[src/common/line_ctrl_pkg.sv]
// Package: register map and field layouts for the parallel line controller
package line_ctrl_pkg;

	// ********************************
	// Register byte offsets
	// ********************************
	localparam logic [7:0] OFS_LINE_OWN_ENABLE = 8'h00;
	localparam logic [7:0] OFS_LINE_OWN_DISABLE = 8'h04;
	localparam logic [7:0] OFS_LINE_OWN_STATE = 8'h08;
	localparam logic [7:0] OFS_DRIVE_ENABLE_WRITE = 8'h10;
	localparam logic [7:0] OFS_DRIVE_DISABLE_WRITE = 8'h14;
	localparam logic [7:0] OFS_DRIVE_STATE = 8'h18;
	localparam logic [7:0] OFS_FILTER_ON_WRITE = 8'h20;
	localparam logic [7:0] OFS_FILTER_OFF_WRITE = 8'h24;
	localparam logic [7:0] OFS_FILTER_STATE = 8'h28;
	localparam logic [7:0] OFS_LEVEL_SET_WRITE = 8'h30;
	localparam logic [7:0] OFS_LEVEL_CLEAR_WRITE = 8'h34;
	localparam logic [7:0] OFS_DRIVEN_LEVEL = 8'h38;
	localparam logic [7:0] OFS_PIN_LEVEL = 8'h3c;
	localparam logic [7:0] OFS_PULLUP_ON_WRITE = 8'h60;
	localparam logic [7:0] OFS_PULLUP_OFF_WRITE = 8'h64;
	localparam logic [7:0] OFS_PULLUP_STATE = 8'h68;
	localparam logic [7:0] OFS_FUNC_A_SELECT = 8'h70;
	localparam logic [7:0] OFS_FUNC_B_SELECT = 8'h74;
	localparam logic [7:0] OFS_FUNC_SELECT_STATE = 8'h78;
	localparam logic [7:0] OFS_DIRECT_WRITE_MASK_ON = 8'ha0;
	localparam logic [7:0] OFS_DIRECT_WRITE_MASK_OFF = 8'ha4;
	localparam logic [7:0] OFS_DIRECT_WRITE_MASK = 8'ha8;

	// ********************************
	// Reset values
	// ********************************
	localparam logic [31:0] RST_PULLUP_STATE = 32'h0000_0000;
	localparam logic [31:0] RST_FUNC_SELECT = 32'h0000_0000;
	localparam logic [31:0] RST_DRIVE_STATE = 32'h0000_0000;
	localparam logic [31:0] RST_DRIVEN_LEVEL = 32'h0000_0000;
	localparam logic [31:0] RST_WRITE_MASK = 32'h0000_0000;
	localparam logic [31:0] RST_FILTER_STATE = 32'h0000_0000;
	localparam logic [31:0] DEF_LINE_OWN_RESET = 32'hffff_ffff;
	localparam logic [31:0] DEF_LINES_PRESENT = 32'hffff_ffff;
	localparam logic [31:0] DEF_LINES_MUXED = 32'hffff_ffff;

	// ********************************
	// Grouped signals
	// ********************************
	typedef struct packed
	{
		logic [31:0] drive_en;
		logic [31:0] level;
	} periph_out_t;

	typedef struct packed
	{
		logic [31:0] out_en;
		logic [31:0] out_val;
		logic [31:0] pullup_en;
	} pin_drive_t;

endpackage

[src/core/parallel_line_controller.sv]
// Parallel line controller: APB register file, pin ownership mux and input sampling
// ********************************
// Summary of operation
// - Up to 32 lines; line n is bit n of every register.
// - Pull-up on write clears status bit, off write sets it; 1 means off.
// - Pull-up writes act regardless of ownership or direction.
// - Pull-up status resets to zero, all pull-ups active.
// - Own enable sets, own disable clears ownership bit; 1 means controller drives.
// - Unmuxed lines ignore ownership writes and always read ownership 1.
// - Ownership reset value is a per-line build parameter.
// - Select A clears, select B sets function bit; 0 is A, 1 is B.
// - Function select steers outputs only; both peripherals see the pin input.
// - Function select status resets to zero, peripheral A.
// - A/B writes act regardless of ownership; handover needs select and disable.
// - Peripheral-owned line takes enable and value from the selected peripheral.
// - Drive enable sets, drive disable clears direction bit; 1 drives the line.
// - Level set and clear writes steer the level driven by the controller.
// - Drive and level writes update even while a peripheral owns the line.
// - Direct level write updates only bits enabled in the write mask.
// - Write mask resets to zero.
// - Register writes work without the gated line clock.
// - Pin level sampling runs only while the gated line clock runs; the peripheral inputs sample the pins without it.
// - Each line offers a glitch filter rejecting pulses shorter than two cycles.
// - Unimplemented line bits ignore writes and read zero.
// ********************************
//
// The implementer's own choices: the register offsets and the APB interface to the registers.
module parallel_line_controller
	import line_ctrl_pkg::*;
#(
	parameter int LINES = 32,
	parameter logic [31:0] LINES_PRESENT = DEF_LINES_PRESENT,
	parameter logic [31:0] LINES_MUXED = DEF_LINES_MUXED,
	parameter logic [31:0] LINE_OWN_RESET = DEF_LINE_OWN_RESET
)
(
	// Clock and reset
	input wire logic pclk,
	input wire logic presetn,
	// Gated line clock enable from power management
	input wire logic line_clk_on,
	// APB slave
	input wire logic psel,
	input wire logic penable,
	input wire logic pwrite,
	input wire logic [7:0] paddr,
	input wire logic [31:0] pwdata,
	output logic [31:0] prdata,
	output logic pready,
	output logic pslverr,
	// Peripheral functions
	input periph_out_t periph_a,
	input periph_out_t periph_b,
	output logic [31:0] periph_in,
	// Pins
	input wire logic [31:0] pin_in,
	output pin_drive_t pin
);

	// ********************************
	// Elaboration checks and masks
	// ********************************
	localparam logic [31:0] PRESENT = LINES_PRESENT & ((LINES == 32) ? 32'hffff_ffff : ((32'h1 << LINES) - 32'h1));
	localparam logic [31:0] MUXED = LINES_MUXED & PRESENT;

	// Line count outside one register word
	if (LINES < 1 || LINES > 32)
	begin : bad_lines
		$error("LINES must lie between 1 and 32");
	end

	// No present line inside the line count
	if (PRESENT == 32'h0000_0000)
	begin : no_lines
		$error("no present line within LINES");
	end

	// Unmuxed lines can only reset controller-owned
	if ((~LINE_OWN_RESET & PRESENT & ~MUXED) != 32'h0000_0000)
	begin : bad_own_reset
		$error("unmuxed line cannot reset peripheral-owned");
	end

	// ********************************
	// Register state
	// ********************************
	logic [31:0] pullup_q;
	logic [31:0] own_q;
	logic [31:0] absel_q;
	logic [31:0] drive_q;
	logic [31:0] level_q;
	logic [31:0] wmask_q;
	logic [31:0] filt_q;
	logic [31:0] sync1_q;
	logic [31:0] sync2_q;
	logic [31:0] filt_prev_q;
	logic [31:0] pin_level_q;
	logic [31:0] periph_s1_q;
	logic [31:0] periph_s2_q;
	logic [31:0] agree;
	logic [31:0] pin_level_d;
	pin_drive_t pin_d;
	logic wr_en;
	logic known;
	logic [31:0] wbits;
	logic [31:0] rd_d;

	// Write strobe on access phase
	assign wr_en = psel & penable & pwrite;
	// Unimplemented line bits are dropped
	assign wbits = pwdata & PRESENT;

	// Pull-up status: on clears, off sets
	always_ff @(posedge pclk or negedge presetn)
	begin
		if (!presetn)
			pullup_q <= RST_PULLUP_STATE;
		else if (wr_en && paddr == OFS_PULLUP_ON_WRITE)
			pullup_q <= pullup_q & ~wbits;
		else if (wr_en && paddr == OFS_PULLUP_OFF_WRITE)
			pullup_q <= pullup_q | wbits;
	end

	// Ownership: only muxed lines can change
	always_ff @(posedge pclk or negedge presetn)
	begin
		if (!presetn)
			own_q <= (LINE_OWN_RESET | ~MUXED) & PRESENT;
		else if (wr_en && paddr == OFS_LINE_OWN_ENABLE)
			own_q <= own_q | (wbits & MUXED);
		else if (wr_en && paddr == OFS_LINE_OWN_DISABLE)
			own_q <= own_q & ~(wbits & MUXED);
	end

	// Function select, independent of ownership
	always_ff @(posedge pclk or negedge presetn)
	begin
		if (!presetn)
			absel_q <= RST_FUNC_SELECT;
		else if (wr_en && paddr == OFS_FUNC_A_SELECT)
			absel_q <= absel_q & ~(wbits & MUXED);
		else if (wr_en && paddr == OFS_FUNC_B_SELECT)
			absel_q <= absel_q | (wbits & MUXED);
	end

	// Drive direction, updated in any ownership
	always_ff @(posedge pclk or negedge presetn)
	begin
		if (!presetn)
			drive_q <= RST_DRIVE_STATE;
		else if (wr_en && paddr == OFS_DRIVE_ENABLE_WRITE)
			drive_q <= drive_q | wbits;
		else if (wr_en && paddr == OFS_DRIVE_DISABLE_WRITE)
			drive_q <= drive_q & ~wbits;
	end

	// Driven level: set, clear or masked direct write
	always_ff @(posedge pclk or negedge presetn)
	begin
		if (!presetn)
			level_q <= RST_DRIVEN_LEVEL;
		else if (wr_en && paddr == OFS_LEVEL_SET_WRITE)
			level_q <= level_q | wbits;
		else if (wr_en && paddr == OFS_LEVEL_CLEAR_WRITE)
			level_q <= level_q & ~wbits;
		else if (wr_en && paddr == OFS_DRIVEN_LEVEL)
			level_q <= (level_q & ~wmask_q) | (wbits & wmask_q);
	end

	// Direct write mask
	always_ff @(posedge pclk or negedge presetn)
	begin
		if (!presetn)
			wmask_q <= RST_WRITE_MASK;
		else if (wr_en && paddr == OFS_DIRECT_WRITE_MASK_ON)
			wmask_q <= wmask_q | wbits;
		else if (wr_en && paddr == OFS_DIRECT_WRITE_MASK_OFF)
			wmask_q <= wmask_q & ~wbits;
	end

	// Glitch filter enables
	always_ff @(posedge pclk or negedge presetn)
	begin
		if (!presetn)
			filt_q <= RST_FILTER_STATE;
		else if (wr_en && paddr == OFS_FILTER_ON_WRITE)
			filt_q <= filt_q | wbits;
		else if (wr_en && paddr == OFS_FILTER_OFF_WRITE)
			filt_q <= filt_q & ~wbits;
	end

	// ********************************
	// Input sampling
	// ********************************

	// Two-stage synchroniser, runs only with line clock
	always_ff @(posedge pclk or negedge presetn)
	begin
		if (!presetn)
		begin
			sync1_q <= 32'h0000_0000;
			sync2_q <= 32'h0000_0000;
		end
		else if (line_clk_on)
		begin
			sync1_q <= pin_in;
			sync2_q <= sync1_q;
		end
	end

	// Peripheral input synchroniser, free of the line clock
	always_ff @(posedge pclk or negedge presetn)
	begin
		if (!presetn)
		begin
			periph_s1_q <= 32'h0000_0000;
			periph_s2_q <= 32'h0000_0000;
		end
		else
		begin
			periph_s1_q <= pin_in;
			periph_s2_q <= periph_s1_q;
		end
	end

	// Per-line agreement of the last two samples
	assign agree = ~(sync2_q ^ filt_prev_q);

	// Filtered lines keep their level until two samples agree
	assign pin_level_d = (~filt_q & sync2_q) | (filt_q & agree & sync2_q) | (filt_q & ~agree & pin_level_q);

	// Filter stage; level frozen when the line clock stops
	always_ff @(posedge pclk or negedge presetn)
	begin
		if (!presetn)
		begin
			filt_prev_q <= 32'h0000_0000;
			pin_level_q <= 32'h0000_0000;
		end
		else if (line_clk_on)
		begin
			filt_prev_q <= sync2_q;
			pin_level_q <= pin_level_d;
		end
	end

	// ********************************
	// Register read
	// ********************************

	// Read decode; status registers ignore writes
	always_comb
	begin
		known = 1'b1;
		rd_d = 32'h0000_0000;
		unique case (paddr)
			OFS_PULLUP_STATE: rd_d = pullup_q;
			OFS_LINE_OWN_STATE: rd_d = own_q | (~MUXED & PRESENT);
			OFS_FUNC_SELECT_STATE: rd_d = absel_q;
			OFS_DRIVE_STATE: rd_d = drive_q;
			OFS_DRIVEN_LEVEL: rd_d = level_q;
			OFS_DIRECT_WRITE_MASK: rd_d = wmask_q;
			OFS_FILTER_STATE: rd_d = filt_q;
			OFS_PIN_LEVEL: rd_d = pin_level_q;
			OFS_PULLUP_ON_WRITE, OFS_PULLUP_OFF_WRITE, OFS_LINE_OWN_ENABLE, OFS_LINE_OWN_DISABLE,
			OFS_FUNC_A_SELECT, OFS_FUNC_B_SELECT, OFS_DRIVE_ENABLE_WRITE, OFS_DRIVE_DISABLE_WRITE,
			OFS_LEVEL_SET_WRITE, OFS_LEVEL_CLEAR_WRITE, OFS_DIRECT_WRITE_MASK_ON,
			OFS_DIRECT_WRITE_MASK_OFF, OFS_FILTER_ON_WRITE, OFS_FILTER_OFF_WRITE: rd_d = 32'h0000_0000;
			default: known = 1'b0;
		endcase
		rd_d = rd_d & PRESENT;
	end

	// Registered read data, held until the next setup
	always_ff @(posedge pclk or negedge presetn)
	begin
		if (!presetn)
			prdata <= 32'h0000_0000;
		else if (psel && !penable)
			prdata <= pwrite ? 32'h0000_0000 : rd_d;
	end

	// Error stands only beside ready
	always_ff @(posedge pclk or negedge presetn)
	begin
		if (!presetn)
			pslverr <= 1'b0;
		else
			pslverr <= psel & ~penable & ~known;
	end

	// Ready follows setup cycle by one
	always_ff @(posedge pclk or negedge presetn)
	begin
		if (!presetn)
			pready <= 1'b0;
		else
			pready <= psel & ~penable;
	end

	// ********************************
	// Pin and peripheral muxing
	// ********************************

	// Owner mux for each line
	always_comb
	begin
		pin_d = '0;
		for (int i = 0; i < 32; i++)
		begin
			if (!PRESENT[i])
			begin
				pin_d.out_en[i] = 1'b0;
				pin_d.out_val[i] = 1'b0;
			end
			else if (own_q[i])
			begin
				pin_d.out_en[i] = drive_q[i];
				pin_d.out_val[i] = level_q[i];
			end
			else
			begin
				pin_d.out_en[i] = absel_q[i] ? periph_b.drive_en[i] : periph_a.drive_en[i];
				pin_d.out_val[i] = absel_q[i] ? periph_b.level[i] : periph_a.level[i];
			end
		end
		pin_d.pullup_en = ~pullup_q & PRESENT;
	end

	// Registered pin drive and peripheral inputs
	always_ff @(posedge pclk or negedge presetn)
	begin
		if (!presetn)
		begin
			pin <= '0;
			periph_in <= 32'h0000_0000;
		end
		else
		begin
			pin <= pin_d;
			periph_in <= periph_s2_q;
		end
	end

endmodule

[config.mk]
export PLATFORM = sky130hd
export DESIGN_NAME = parallel_line_controller
export DESIGN_NICKNAME = d
export VERILOG_FILES = /design/src/common/line_ctrl_pkg.sv /design/src/core/parallel_line_controller.sv
export SDC_FILE = /design/constraint.sdc
export NUM_CORES = 1
export LEC_CHECK = 0
export BUFFER_PORTS_ARGS = -buffer_cell sky130_fd_sc_hd__buf_2
export CAP_MARGIN = 10
export CORE_MARGIN = 4
export CORE_UTILIZATION = 55
export CTS_BUF_LIST = sky130_fd_sc_hd__clkbuf_8 sky130_fd_sc_hd__clkbuf_16
export CTS_CLUSTER_DIAMETER = 50
export DETAILED_ROUTE_END_ITERATION = 10
export PLACE_DENSITY = 0.75
export SYNTH_ARGS = -nofsm -noshare
export SYNTH_HDL_FRONTEND = slang
export SYNTH_SLANG_ARGS = --single-unit
export TNS_END_PERCENT = 20
[constraint.sdc]
create_clock -name pclk -period 4.2 [get_ports pclk]
set_clock_uncertainty 0.05 [all_clocks]
set_input_delay 0.21 -clock pclk [delete_from_list [all_inputs] [get_ports pclk]]
set_output_delay 0.21 -clock pclk [all_outputs]
set_load 0.005 [all_outputs]
==> flow_summary.ini, run 1 <==
[clocking]
tritoncts = built
clk_pin_slew_ps = 60
cts_resized = 0
cts_made_buffers = 61
clockBufferDepth = 3
clkLatencyLatePin_ps = 630
post_cts.repair.setup_buffers = 0
ctsHtreeMaxLevel = 2
clkSinkCount = 578
clock-root-buffer = clkbuf_16

[timing]
setup_ws_ps = 1400
rsz0062_at_grt = no
max_slew_margin_pct = 22.5
setup_tns_ps = 0
setup_viol_count_final = 0
period_share_pct = 66.7
timing.fmax_ghz = 0.357
slew_viol_final = 0
final-hold-violation-count = 0
worst_pin_slew_ps = 1160
period_minus_slack_ps = 2800

[floorplan]
chipHeight_um = 222
num_io_pins = 368
rows = 78
fp.coreArea_mm2 = 0.0454
die_x_um = 222
die_area_mm2 = 0.0493
start_util_pct = 55.6

[critical_path]
path_class = in -> reg
required_ps = 4670
arrival_ps = 3270
worstPathMaxFanout = 33
cp-startpoint = paddr[1]
end_kind = flop
start_kind = input port
ff2ff_path_depth = 4

[global_routing]
grt_pass1_wl_mm = 120
grt_start_max_net_pins = 107
grt_pass1_vias = 20500
grt_antenna_before_repair = 1
grt_overflow = 0
gr-usage-all-layers_pct = 30.4

[routing]
num_vias = 20200
routedWlPerCell_um = 23.2
drtPass1Iterations = 6
via_per_inst = 6.13
drc = 0
drt-total-wl_mm = 76.4
ant_nets = 0
drtIter0Drc = 2089

[layout]
regArea_mm2 = 0.0145
fillCellCount = 3250
layout-drive-gt1-share_pct = 27.8
final_cells = 3294
layout.nets = 2847
multi_input_comb_area_mm2 = 0.00970
area_growth_pct = 25.3

[logic_synthesis]
yosysSeqAreaShare_pct = 57.5
syn_avg_cell_area_um2 = 11.6
synthArstFlopShare_pct = 100
ys_warn_count = 0
synth_nets = 2389
synthesis.instances = 2183
ys_types = 51
synth_edf_count = 0
ys.flop_type = dfrtp_1
mappedNetlistArea_mm2 = 0.0252
ys_ff_latch = 578

[placement]
portBuffers = 367
dp_hpwl_mm = 47.1
pre_cts_slack_ps = 1260
globalplace.congestion = 0.865
place_inst = 2984

[power_and_ir_drop]
cellPowerDensity_mw_per_mm2 = 418
ir_drop_mv = 0.350
p_leak_uw = 0.0145

[job]
drv_cap = 0

[worst_hold_path]
holdPathStages = 4
hp-start = paddr[3]
min_path_type = in -> reg

[status]
status = complete, no violations
## metrics by stage
stage / hold slack, ps / power [µW] / area (µm²) / utilization (%)
final: 85.9 / 13200 / 31600 / 69.6
after global routing: 95.6 / 13700 / 31600 / 69.6
after CTS: 56.2 / 13300 / 31600 / 69.6
after detailed placement: 282 / 7290 / 27400 / 60.4
after global placement: 281 / 7230 / 27400 / 60.4
after floorplan: -136 / 6760 / 25200 / -
## worst paths after layout
kind | to | slack [ps]
worst min-delay path | pslverr$_DFF_PN0_ | 90
max in group asynchronous | periph_s1_q[24]$_DFF_PN0_ | 2860
worst min register to register | periph_in[28]$_DFF_PN0_ | 290
worst max-delay path | prdata[28]$_DFFE_PN0P_ | 1400
min in group asynchronous | pin[70]$_DFF_PN0_ | 190
worst max register to register | prdata[30]$_DFFE_PN0P_ | 2250
## critical path, stage by stage
cell and delay, ps:
dlygate4sd3_1 560, buf_2 180, or3b_2 860, nor3_1 460, nand2_2 570, a32oi_1 410
## synth_stat cells, types with 33 or more instances
cell type,count,area share [%]
mux2i_1,150,6.0
dfrtp_1,546,54
o21ai_0,97,1.9
and3_1,33,0.82
mux2_2,131,5.9
clkbuf_1,162,2.4
a31oi_1,42,1.0
a21oi_1,169,3.4
nor3_1,36,0.71
inv_1,90,1.3
nand2_1,216,3.2
nor2_1,35,0.52
## power by group
part / switching, µW / internal (µW)
clock: 2320 / 3520
sequential: 246 / 5910
combinational: 648 / 554
## placed cells by master (no fill, tap or decap), types with 14 or more instances in the layout
| cell | count |
|---|---|
| dfrtp_1 | 546 |
| buf_2 | 362 |
| nand2_1 | 215 |
| dlygate4sd3_1 | 194 |
| a21oi_1 | 169 |
| mux2i_1 | 150 |
| mux2_2 | 131 |
| o21ai_0 | 97 |
| inv_1 | 96 |
| clkbuf_16 | 63 |
| a31oi_1 | 42 |
| nor3_1 | 35 |
| nor2_1 | 33 |
| nand4_1 | 32 |
| a221oi_1 | 32 |
| o22ai_1 | 32 |
| a22o_1 | 32 |
| and3_1 | 32 |
| a22oi_1 | 32 |
| dfstp_2 | 32 |
| a2bb2oi_1 | 31 |
| o31a_1 | 31 |
| a32oi_1 | 31 |
| mux2_1 | 28 |
| a31o_2 | 26 |
| buf_4 | 24 |
| nor4_1 | 21 |
| nor4b_2 | 18 |
| nor4b_1 | 14 |
## per-layer routing
layer | part of all wire [%] | global-route usage (%) | vias up | routed length [µm]
met1 | 42 | 43.1 | 10200 | 32000
met2 | 47 | 47.9 | 957 | 35700
met4 | 2.4 | 8.20 | 2 | 1860
li1 | - | - | 8869 | -
met5 | 0.017 | 0 | - | 13
met3 | 8.8 | 7.03 | 141 | 6730
## cell type report
| cell class | instances | share of cell area [%] |
|---|---|---|
| antenna | 1 | 0.00792 |
| clock inverter | 43 | 1.64 |
| tap | 600 | 2.38 |
| inverter | 90 | 1.07 |
| clock buffer | 72 | 5.38 |
| multi-input combinational | 1322 | 30.7 |
| timing repair buffer | 588 | 12.9 |
| sequential | 578 | 45.9 |
## kinds of logic after synthesis
logic type / count (synthesis) / share of synthesized area (%)
flip-flops: 578 / 57.5
AO/OA/AOI/OAI: 568 / 14.9
AND/OR/NAND/NOR: 445 / 10.1
multiplexers: 309 / 13.1
buffers and inverters: 283 / 4.42
## timing repair
item                                    in CTS  in global routing
hold buffers                               194                  0
endpoints found under the setup margin       0                  0
hold endpoints to repair                   379                  0
No activity file was read; power rests on OpenSTA's default activity.
==> run 2: changes to the inputs <==
==> constraint.sdc (replaced) <==
create_clock -name pclk -period 2.9 [get_ports pclk]
set_clock_uncertainty 0.05 [all_clocks]
set_input_delay 0.145 -clock pclk [delete_from_list [all_inputs] [get_ports pclk]]
set_output_delay 0.145 -clock pclk [all_outputs]
set_load 0.005 [all_outputs]
==> flow_summary.ini, run 2 (same netlist as run 1, synthesis figures left out) <==
[status]
status = complete, no violations

[critical_path]
regToRegSetupSlack_ps = 940
path_class = in -> reg
r2r-end = pin[76]$_DFF_PN0_
start_kind = input port
required_ps = 3350
ff2ff_path_depth = 3
end_kind = flop
cp-startpoint = paddr[3]
worstPathMaxFanout = 42
arrival_ps = 3080

[floorplan]
die_x_um = 222
chipHeight_um = 222
die_area_mm2 = 0.0493
start_util_pct = 55.6
fp.coreArea_mm2 = 0.0454
num_io_pins = 368
rows = 78

[global_routing]
grt_overflow = 0
grt_pass1_wl_mm = 122
grt_pass1_vias = 20800
grt_start_max_net_pins = 84
grt_antenna_before_repair = 1
gr-usage-all-layers_pct = 31.0

[clocking]
clkLatencyLatePin_ps = 620
ctsHtreeMaxLevel = 2
tritoncts = built
clk_pin_slew_ps = 60
clock-root-buffer = clkbuf_16
cts_made_buffers = 61
clkSinkCount = 578
clockBufferDepth = 3

[layout]
final_cells = 3330
final_common_cell = dfrtp_1
layout_common_cells = dfrtp_1 (546), buf_2 (362), nand2_1 (215), dlygate4sd3_1 (201), a21oi_1 (169)
layout-drive-gt1-share_pct = 28.2
area_growth_pct = 26.0
layout.nets = 2883
final_util_pct = 70.0

[power_and_ir_drop]
switching_power_uw = 4570
p_leak_uw = 0.0146
p_int_uw = 14100
power.total_uw = 18700
p_clk_share_pct = 42.7
p_sw_share_pct = 24.5
ir_drop_mv = 0.473
cellPowerDensity_mw_per_mm2 = 588
comb_power_share_pct = 9.6
p_seq_share_pct = 47.8

[timing]
period_share_pct = 90.6
slew_viol_final = 0
setup_viol_count_final = 0
setup_tns_ps = 0
max_slew_margin_pct = 22.8
final-hold-violation-count = 0
period_minus_slack_ps = 2630
timing.fmax_ghz = 0.381
rsz0062_at_grt = no
worst_pin_slew_ps = 1160

[routing]
drt-total-wl_mm = 78.0
drtPass1Iterations = 6
drtIter0Drc = 2050
via_per_inst = 6.14
num_vias = 20400
drc = 0
routedWlPerCell_um = 23.4
ant_nets = 0

[placement]
globalplace.congestion = 0.879
portBuffers = 367
dp_hpwl_mm = 48.3
place_inst = 3013

[worst_hold_path]
min_path_type = in -> reg
holdPathStages = 3
hp-start = line_clk_on
whs_endpoint = pin_level_q[12]$_DFFE_PN0P_

[job]
drv_cap = 0
==> run 2: changes by cell type in the layout (fill, tap and decap cells not counted), moves of 2 or more <==
| cell | delta |
|---|---|
| clkinv_4 | -3 |
| dlygate4sd3_1 | +7 |
| buf_4 | +27 |
| inv_1 | +9 |
| clkinv_2 | -2 |
| buf_12 | +2 |
| clkbuf_8 | +4 |
| bufinv_16 | -5 |
==> run 2: per-stage QoR <==
stage | hold slack, ps | area, µm² | setup slack (ps)
after global placement | 190 | 27700 | 499
after global routing | 31.9 | 31800 | 200
after detailed placement | 197 | 27700 | 452
after CTS | 0.503 | 31800 | 362
after floorplan | -201 | 25200 | 914
final | 35.0 | 31800 | 273
==> run 2: worst max-delay path by stage <==
stage | to | slack, ps | depth (start not counted)
finish | flop | 270 | 9
global route | flop | 200 | 9
CTS | flop | 360 | 9
detailed placement | flop | 450 | 5
global placement | flop | 500 | 5
floorplan | flop | 910 | 7
==> run 2: final cells by class <==
type | instances | area, µm²
Inverter | 90 | 338
Tap cell | 600 | 751
Antenna cell | 1 | 2.50
Sequential cell | 578 | 14500
Multi-Input combinational cell | 1322 | 9700
Timing Repair Buffer | 624 | 4390
Fill cell | 3282 | 13600
Clock inverter | 39 | 329
Clock buffer | 76 | 1760
==> run 2: timing repair <==
action | 4_1_cts | 5_1_grt
hold buffers | 201 | 0
resized for setup | 0 | 0
endpoints found under the hold margin | 379 | 0
setup endpoints to repair | 0 | 0
setup buffers | 0 | 0
==> run 2: metal layers <==
metal	up-vias	global-route usage, %	share of wire, %
li1	8938	-	-
met1	10300	44.6	42
met2	1091	47.8	46
met3	167	6.32	9.0
met4	0	10.5	3.1
met5	-	0	0
==> run 2: power groups by stage <==
stage                     sequential (µW)  clock, µW  combinational [µW]
after global routing                 8970       8440                1960
after CTS                            8910       8080                1770
after global placement               9010          0                1490
after floorplan                      8930          0                 860
final                                8920       7970                1790
after detailed placement             9040          0                1550
==> run 2: worst max-delay path: stages <==
cell,delay [ps]
dlygate4sd3_1,570
buf_2,170
or3_1,400
buf_4,200
nor4_4,210
buf_4,530
nand2_1,140
mux2i_1,140
dlygate4sd3_1,560
